==> src/core/fnd_pkg.sv <==
// Constants, register map and carrier types of the fractional-N divider core.
// Assumes a single 250 MHz clock domain and a plain strobed register port.
package fnd_pkg;
	// ==========================================
	// Clock
	localparam int CLK_PERIOD_NS = 4;
	// ==========================================
	// Register map (word index on addr)
	localparam logic [3:0] OFS_CTRL = 4'h0;
	localparam logic [3:0] OFS_INT = 4'h1;
	localparam logic [3:0] OFS_FRACTION_WORD = 4'h2;
	localparam logic [3:0] OFS_MOD = 4'h3;
	localparam logic [3:0] OFS_TIMER = 4'h4;
	localparam logic [3:0] OFS_STATUS = 4'h5;
	// Control field positions
	localparam int CTRL_DBL_BIT = 0;
	localparam int CTRL_TOG_BIT = 1;
	localparam int CTRL_PD_BIT = 2;
	localparam int CTRL_R_LSB = 4;
	// Status field positions
	localparam int STAT_CELLS_LSB = 0;
	localparam int STAT_STATE_LSB = 8;
	localparam int STAT_PRESC_BIT = 12;
	// ==========================================
	// Reset values
	localparam logic [3:0] RST_R_DIV = 4'h1;
	localparam logic [7:0] RST_INT = 8'h1A;
	localparam logic [11:0] RST_FRACTION_WORD = 12'h000;
	localparam logic [11:0] RST_MOD = 12'h002;
	localparam logic [9:0] RST_TIMER = 10'h010;
	// ==========================================
	// Divider and charge pump constants
	localparam logic [7:0] INT_MIN = 8'h1A;
	localparam logic [8:0] PRESC_HI_ABOVE = 9'h050;
	localparam logic [6:0] CELLS_ALL = 7'h40;
	localparam logic [6:0] CELLS_ONE = 7'h01;
	localparam logic [1:0] TICK_LAST = 2'h3;
	localparam int CELL_COUNT = 64;
	// ==========================================
	// Types
	typedef struct packed {
		logic [3:0] r_div;
		logic pd;
		logic tog;
		logic dbl;
	} fnd_cfg_t;
	typedef enum logic [1:0] {FL_NORMAL, FL_FAST, FL_STEP} fnd_fl_t;
endpackage

==> src/core/fnd_core.sv <==
// Reference divider, sigma-delta feedback divider, phase detector and fast lock cell control.
// Assumes reference and divided VCO inputs are synchronous levels well below mclk/2.
//
// Implementation choices: the plain strobed port and the register offsets.
`timescale 1ns/1ps
// What this block does
// - Falling reference edge is the active edge fed to the detector.
// - Power-down disconnects the reference buffer and closes the shunt switch.
// - A 4-bit counter divides the reference into the detector reference.
// - Optional toggle stage halves the divided reference for even duty.
// - Timer clock comes from detector reference falling edge; rising edge is active.
// - Optional doubler ahead of the reference counter for slow references.
// - Overall reference division from 0.5 up to 30.
// - 4/5 or 8/9 prescaler; 8/9 whenever feedback divide exceeds 80.
// - Integer feedback ratio 26 to 255, written apart from the fraction.
// - Third-order sigma-delta dithers divide between integer steps.
// - Average divide equals integer plus fraction over modulus.
// - Detector drives up and down pulses whose width difference tracks phase.
// - Lagging feedback gives net up; leading feedback gives net down.
// - 64 pump cells; all while the fast lock timer runs, one in normal operation.
// - Timers tick at a quarter detector rate and restart on new frequency.
// - After timeout, cells halve each timer tick over six ticks to one.
module fnd_core
	import fnd_pkg::*;
(
	// Clock and reset
	input wire logic mclk,
	input wire logic rst,
	// Register port
	input wire logic [3:0] addr,
	input wire logic [31:0] wdata,
	input wire logic wr,
	input wire logic rd,
	output logic [31:0] rdata,
	// Reference and feedback inputs
	input wire logic ref_clock_in,
	input wire logic vco_div_in,
	// Reference input switches
	output logic ref_buf_connect,
	output logic ref_input_shunt_switch,
	// Detector and divider outputs
	output logic detector_ref_clk,
	output logic pfd_up,
	output logic pfd_down,
	output logic prescaler_hi,
	// Charge pump
	output logic [CELL_COUNT-1:0] cp_cell_en,
	output logic fast_lock
);
	// ==========================================
	// Registers
	fnd_cfg_t cfg_q;
	logic [7:0] int_q;
	logic [11:0] fraction_word_q;
	logic [11:0] mod_q;
	logic [9:0] timer_q;
	logic new_freq;
	fnd_fl_t fl_q;
	logic [6:0] cells_q;
	logic [8:0] n_cur_q;

	assign new_freq = wr && (addr == OFS_INT || addr == OFS_FRACTION_WORD);

	always_ff @(posedge mclk) begin
		if (rst) begin
			cfg_q <= '{r_div: RST_R_DIV, pd: 1'b0, tog: 1'b0, dbl: 1'b0};
			int_q <= RST_INT;
			fraction_word_q <= RST_FRACTION_WORD;
			mod_q <= RST_MOD;
			timer_q <= RST_TIMER;
		end else if (wr) begin
			if (addr == OFS_CTRL) begin
				cfg_q <= '{r_div: wdata[CTRL_R_LSB +: 4], pd: wdata[CTRL_PD_BIT],
					tog: wdata[CTRL_TOG_BIT], dbl: wdata[CTRL_DBL_BIT]};
			end else if (addr == OFS_INT) begin
				int_q <= wdata[7:0];
			end else if (addr == OFS_FRACTION_WORD) begin
				fraction_word_q <= wdata[11:0];
			end else if (addr == OFS_MOD) begin
				mod_q <= wdata[11:0];
			end else if (addr == OFS_TIMER) begin
				timer_q <= wdata[9:0];
			end
		end
	end

	always_ff @(posedge mclk) begin
		if (rst) begin
			rdata <= 32'h0000_0000;
		end else if (rd) begin
			if (addr == OFS_CTRL) begin
				rdata <= {24'h00_0000, cfg_q.r_div, 1'b0, cfg_q.pd, cfg_q.tog, cfg_q.dbl};
			end else if (addr == OFS_INT) begin
				rdata <= {24'h00_0000, int_q};
			end else if (addr == OFS_FRACTION_WORD) begin
				rdata <= {20'h0_0000, fraction_word_q};
			end else if (addr == OFS_MOD) begin
				rdata <= {20'h0_0000, mod_q};
			end else if (addr == OFS_TIMER) begin
				rdata <= {22'h00_0000, timer_q};
			end else if (addr == OFS_STATUS) begin
				rdata <= {19'h0_0000, prescaler_hi, 2'b00, 2'(fl_q), 1'b0, cells_q};
			end else begin
				rdata <= 32'h0000_0000;
			end
		end
	end

	// ==========================================
	// Reference input switches
	assign ref_buf_connect = !cfg_q.pd;
	assign ref_input_shunt_switch = cfg_q.pd;

	// ==========================================
	// Reference path
	logic ref_q;
	logic ref_evt;
	logic [3:0] r_eff;
	logic [3:0] r_cnt_q;
	logic r_pulse;
	logic tog_q;
	logic dref_d;
	logic dref_rise;
	logic dref_fall;

	always_ff @(posedge mclk) begin
		if (rst) begin
			ref_q <= 1'b0;
		end else begin
			ref_q <= ref_clock_in;
		end
	end

	// Falling edge, plus rising edge when doubled
	assign ref_evt = !cfg_q.pd && ((ref_q && !ref_clock_in) || (cfg_q.dbl && !ref_q && ref_clock_in));
	assign r_eff = (cfg_q.r_div == 4'h0) ? 4'h1 : cfg_q.r_div;
	assign r_pulse = ref_evt && (r_cnt_q >= r_eff - 4'h1);

	always_ff @(posedge mclk) begin
		if (rst || cfg_q.pd) begin
			r_cnt_q <= 4'h0;
		end else if (r_pulse) begin
			r_cnt_q <= 4'h0;
		end else if (ref_evt) begin
			r_cnt_q <= r_cnt_q + 4'h1;
		end
	end

	always_ff @(posedge mclk) begin
		if (rst || cfg_q.pd) begin
			tog_q <= 1'b0;
		end else if (r_pulse) begin
			tog_q <= !tog_q;
		end
	end

	assign dref_d = cfg_q.tog ? (tog_q ^ r_pulse) : r_pulse;
	assign dref_rise = dref_d && !detector_ref_clk;
	assign dref_fall = !dref_d && detector_ref_clk;

	always_ff @(posedge mclk) begin
		if (rst) begin
			detector_ref_clk <= 1'b0;
		end else begin
			detector_ref_clk <= dref_d;
		end
	end

	// ==========================================
	// Feedback divider and sigma-delta
	logic vco_q;
	logic vco_rise;
	logic [8:0] fb_cnt_q;
	logic fb_pulse;
	logic [11:0] acc1_q;
	logic [11:0] acc2_q;
	logic [11:0] acc3_q;
	logic c2_q;
	logic c3_q;
	logic c3_qq;
	logic [12:0] s1;
	logic [12:0] s2;
	logic [12:0] s3;
	logic c1;
	logic c2;
	logic c3;
	logic [11:0] n1;
	logic [11:0] n2;
	logic [11:0] n3;
	logic [3:0] sd_off;
	logic [7:0] int_eff;
	logic [8:0] n_next;

	always_ff @(posedge mclk) begin
		if (rst) begin
			vco_q <= 1'b0;
		end else begin
			vco_q <= vco_div_in;
		end
	end

	assign vco_rise = !cfg_q.pd && vco_div_in && !vco_q;
	assign fb_pulse = vco_rise && (fb_cnt_q >= n_cur_q - 9'h001);

	always_ff @(posedge mclk) begin
		if (rst || cfg_q.pd) begin
			fb_cnt_q <= 9'h000;
		end else if (fb_pulse) begin
			fb_cnt_q <= 9'h000;
		end else if (vco_rise) begin
			fb_cnt_q <= fb_cnt_q + 9'h001;
		end
	end

	// Cascaded first-order stages, each wrapping at the modulus
	always_comb begin
		s1 = {1'b0, acc1_q} + {1'b0, fraction_word_q};
		c1 = (mod_q != 12'h000) && (s1 >= {1'b0, mod_q});
		n1 = c1 ? 12'(s1 - {1'b0, mod_q}) : s1[11:0];
		s2 = {1'b0, acc2_q} + {1'b0, n1};
		c2 = (mod_q != 12'h000) && (s2 >= {1'b0, mod_q});
		n2 = c2 ? 12'(s2 - {1'b0, mod_q}) : s2[11:0];
		s3 = {1'b0, acc3_q} + {1'b0, n2};
		c3 = (mod_q != 12'h000) && (s3 >= {1'b0, mod_q});
		n3 = c3 ? 12'(s3 - {1'b0, mod_q}) : s3[11:0];
		sd_off = 4'(c1) + 4'(c2) - 4'(c2_q) + 4'(c3) - {2'b00, c3_q, 1'b0} + 4'(c3_qq);
		int_eff = (int_q < INT_MIN) ? INT_MIN : int_q;
		n_next = {1'b0, int_eff} + {{5{sd_off[3]}}, sd_off};
	end

	always_ff @(posedge mclk) begin
		if (rst) begin
			acc1_q <= 12'h000;
			acc2_q <= 12'h000;
			acc3_q <= 12'h000;
			c2_q <= 1'b0;
			c3_q <= 1'b0;
			c3_qq <= 1'b0;
			n_cur_q <= {1'b0, RST_INT};
		end else if (fb_pulse) begin
			acc1_q <= n1;
			acc2_q <= n2;
			acc3_q <= n3;
			c2_q <= c2;
			c3_q <= c3;
			c3_qq <= c3_q;
			n_cur_q <= n_next;
		end
	end

	assign prescaler_hi = n_cur_q > PRESC_HI_ABOVE;

	// ==========================================
	// Phase frequency detector
	logic up_d;
	logic dn_d;

	always_comb begin
		up_d = pfd_up || dref_rise;
		dn_d = pfd_down || fb_pulse;
		if (up_d && dn_d) begin
			up_d = 1'b0;
			dn_d = 1'b0;
		end
	end

	always_ff @(posedge mclk) begin
		if (rst || cfg_q.pd) begin
			pfd_up <= 1'b0;
			pfd_down <= 1'b0;
		end else begin
			pfd_up <= up_d;
			pfd_down <= dn_d;
		end
	end

	// ==========================================
	// Fast lock timer and pump cells
	logic [1:0] qdiv_q;
	logic timer_tick;
	logic [9:0] tmr_cnt_q;

	assign timer_tick = dref_fall && (qdiv_q == TICK_LAST);
	assign fast_lock = fl_q != FL_NORMAL;

	always_ff @(posedge mclk) begin
		if (rst || new_freq) begin
			qdiv_q <= 2'h0;
		end else if (dref_fall) begin
			qdiv_q <= qdiv_q + 2'h1;
		end
	end

	always_ff @(posedge mclk) begin
		if (rst) begin
			fl_q <= FL_NORMAL;
			cells_q <= CELLS_ONE;
			tmr_cnt_q <= 10'h000;
		end else if (new_freq) begin
			fl_q <= FL_FAST;
			cells_q <= CELLS_ALL;
			tmr_cnt_q <= timer_q;
		end else if (timer_tick) begin
			case (fl_q)
				FL_FAST: begin
					if (tmr_cnt_q == 10'h000) begin
						fl_q <= FL_STEP;
					end else begin
						tmr_cnt_q <= tmr_cnt_q - 10'h001;
					end
				end
				FL_STEP: begin
					cells_q <= cells_q >> 1;
					if (cells_q <= 7'h02) begin
						fl_q <= FL_NORMAL;
					end
				end
				default: begin
					cells_q <= CELLS_ONE;
				end
			endcase
		end
	end

	for (genvar i = 0; i < CELL_COUNT; i++) begin : g_cell
		assign cp_cell_en[i] = 7'(i) < cells_q;
	end
endmodule

==> config.mk <==
export PLATFORM = sky130hd
export DESIGN_NAME = fnd_core
export DESIGN_NICKNAME = d
export VERILOG_FILES = /design/src/core/fnd_pkg.sv /design/src/core/fnd_core.sv
export SDC_FILE = /design/constraint.sdc
export NUM_CORES = 1
export LEC_CHECK = 0
export BUFFER_PORTS_ARGS = -buffer_cell sky130_fd_sc_hd__buf_2
export CAP_MARGIN = 10
export CORE_ASPECT_RATIO = 1.75
export CORE_MARGIN = 2
export CORE_UTILIZATION = 50
export CTS_BUF_LIST = sky130_fd_sc_hd__clkbuf_4
export DETAILED_ROUTE_END_ITERATION = 6
export PLACE_DENSITY = 0.81
export SLEW_MARGIN = 0
export SYNTH_ARGS = -nofsm -noshare
export SYNTH_HDL_FRONTEND = slang
export SYNTH_SLANG_ARGS = --single-unit
==> constraint.sdc <==
create_clock -name mclk -period 13.49 [get_ports mclk]
set_input_delay 4.047 -clock mclk [delete_from_list [all_inputs] [get_ports mclk]]
set_output_delay 4.047 -clock mclk [all_outputs]
set_load 0.05 [all_outputs]
==> results.tsv <==
stage	metric	value	unit
clock_network	CTS Buf Count	17	
final_layout	FF+latch area	0.003003	mm2
pwr	VDD IR-drop max	0.0001105	V
global_routing	met1 Usage GRT	24.41	%
logic_synthesis	most common flop cell mapped by yosys	dfxtp_1	
setup_path	r2r worst-path depth	57	
global_routing	global-route wire length before repair	52.75	mm
final_layout	Final Util	55.17	%
die	die span in y	204.2	um
logic_synthesis	synthesized instance count	1473	
detailed_routing	Initial DRC Count	654	
setup_path	Worst EP required	14030	ps
global_routing	number of global-route vias before repair	10705	
sta	clk_skew	26.29	ps
setup_path	critical path class	register to register	
detailed_routing	Pre-antenna DRT Iters	5	
clock_network	Worst-path clk slew	150	ps
final_layout	Final #Nets	1704	
setup_path	crit path max-delay cell type	ha_2	
logic_synthesis	most frequent cell after synthesis	nor2_1	
placement	GPL Wtd Cong	1.033	
sta	Slew Viols, Final	0	
setup_path	CP endpoint kind	register	
placement	number of I/O port buffers	105	
sta	slew margin rel.	28.34	%
detailed_routing	Via-to-Cell Ratio	5.880	
setup_path	Most common cell on crit path	ha_1	
sta	Max Fclk	0.07782	GHz
placement	dpl hpwl	26.18	mm
logic_synthesis	asr flop ratio synth	0	%
detailed_routing	drt total wl	33.72	mm
global_routing	total gr overflow	0	
clock_network	H-tree Lvls	4	
sta	setup TNS	0	ps
global_routing	global routing's busiest layer	met2	
global_routing	met2 Use GR	52.04	%
run	number of max-cap violations	0	
detailed_routing	Final ANT Viol Nets	0	
final_layout	Layout area overhead	9.159	%
die	Std-Cell Core Area	0.02265	mm2
die	initial core utilization	50.54	%
clock_network	clock sinks	150	
setup_path	Critical Path Fanout Max	9	
logic_synthesis	Synth area leader	dfxtp_1	
detailed_routing	vias	10931	
global_routing	gr usage total	27.58	%
global_routing	met3 Track Usage GR	5.357	%
outcome	outcome	finished clean	
logic_synthesis	syn_area_per_cell	7.772	um2
clock_network	CTS tree	done	
logic_synthesis	synthesized flop and latch total	150	
logic_synthesis	top post-synthesis cells by count	nor2_1 (192), nand2_1 (172), dfxtp_1 (150)	
sta	# setup viols final	0	
logic_synthesis	register area share after synthesis	26.23	%
pwr	power after layout	1.644	mW
global_routing	largest net degree at the start of global routing	73	
clock_network	Skew-Pair Late Insertion Delay	630	ps
sta	measured slew at the worst slew-check pin	1071	ps
hold_path	Hold WC Path Type	register to register	
logic_synthesis	Post-synth EDFFs	0	
die	num rows	73	
final_layout	area of the multi-input gates	0.007914	mm2
logic_synthesis	post-synth top area share	26.23	%
hold_path	hold depth	2	
pwr	Leakage	5.444	nW
logic_synthesis	number of distinct library cells after synthesis	80	
detailed_routing	DRC viols	0	
setup_path	Critical Path Max Stage Delay	440	ps
logic_synthesis	Area contributors post-synth	dfxtp_1 (26%), ha_1 (12%), nor2_1 (6.3%)	
clock_network	root buf cell	clkbuf_4	
die	die area	0.02417	mm2
sta	fin crit share	95.26	%
sta	final-report hold violation count	0	
global_routing	initial antenna violation count	1	
die	chip width	118.4	um
setup_path	Critical Path AT	13390	ps
logic_synthesis	post-synthesis cell area	0.01145	mm2
sta	Period minus WS final	12850	ps
pwr	PD cells	131.6	mW/mm2
final_layout	fillers	2068	
setup_path	Startpoint Class	register	
final_layout	layout cell share with drive strength beyond 1	13.67	%
logic_synthesis	Synth Warn #	0	
die	I/O pin cnt	145	
detailed_routing	Routed WL per cell	18.14	um
clock_network	clk buf depth	2	
metal layers:
metal	vias up	part of all wire, %
li1	5269	-
met1	5077	33
met2	420	52
met3	165	4.9
met4	0	9.7
met5	-	0
flip-flops by register name, summed over array words and instances, names as in the netlist, 10 cells and up:
register / cells
mod_q: 12
rdata: 13
fraction_word_q: 12
acc1_q: 12
acc2_q: 12
timer_q: 10
tmr_cnt_q: 10
acc3_q: 12
through the flow:
stage,instance area (um2),hold WS (ps),std cells,worst slack (ps)
floorplan,11520,431.5,1491,2311
global placement,12110,447.7,1824,738.3
detailed placement,12110,451.3,1824,357.6
CTS,12420,469.3,1856,313.2
global route,12500,494.6,1859,-50.32
finish,12500,469.6,1859,639.8
worst max-delay path, delay by kind of cell, from the launching register on:
family	cells	cell delay (ps)
xor gates and xnor gates	4	570
adders and majority gates	10	3040
buffers and inverters	5	800
muxes	2	740
AOI/OAI and AO/OA	24	4750
and+or+nand+nor	12	2500
DFF	1	360
cells by family (layout without fill, tap and decap cells):
| logic type | after synthesis | count (layout) | share of synthesized area, % |
|---|---|---|---|
| simple gates | 545 | 545 | 21.48 |
| fa+ha+maj | 119 | 119 | 13.55 |
| xor+xnor | 92 | 92 | 7.104 |
| mux | 53 | 53 | 5.005 |
| other cells | 1 | 20 | 0.03276 |
| flops | 150 | 150 | 26.23 |
| buf+inv | 156 | 223 | 5.967 |
| compound gates | 357 | 357 | 20.63 |
layout make-up:
class                           instances  share of cell area (%)
Clock buffer                           17                   1.021
Tap cell                              300                   3.004
Inverter                               75                   2.253
Sequential cell                       150                   24.03
Timing Repair Buffer                  116                   4.886
Antenna cell                            1                 0.02002
Clock inverter                         15                   1.462
Multi-Input combinational cell       1185                   63.33
power by group:
part	switching, mW	leakage [nW]	internal (mW)	total, mW
clock network	0.195	0.157	0.117	0.313
logic	0.525	4.07	0.350	0.875
registers	0.00695	1.21	0.450	0.457
worst paths after layout:
| kind | from | end | slack (ps) |
|---|---|---|---|
| hold / removal | rdata[12] | rdata[12] | 470 |
| setup reg to reg | fraction_word_q[0] | n_cur_q[8] | 640 |
| setup / recovery | fraction_word_q[0] | n_cur_q[8] | 640 |
| hold reg to reg | rdata[12] | rdata[12] | 470 |
placed cells by master, fill, tap and decap left out, drive strengths merged, types with 28 or more instances in the layout:
master,n
a21oi,119
buf,116
dfxtp,150
ha,108
inv,83
mux2i,31
nand2,172
nand3,33
nor2,194
nor3,39
o21a,28
o21ai,69
xnor2,67
what timing repair did:
item | in CTS | in global routing
buffers inserted | 0 | 2
hold buffers | 0 | 0
gates resized for setup | 0 | 10
setup endpoints to repair | 0 | 6
Power figures use the tool's default switching activity.
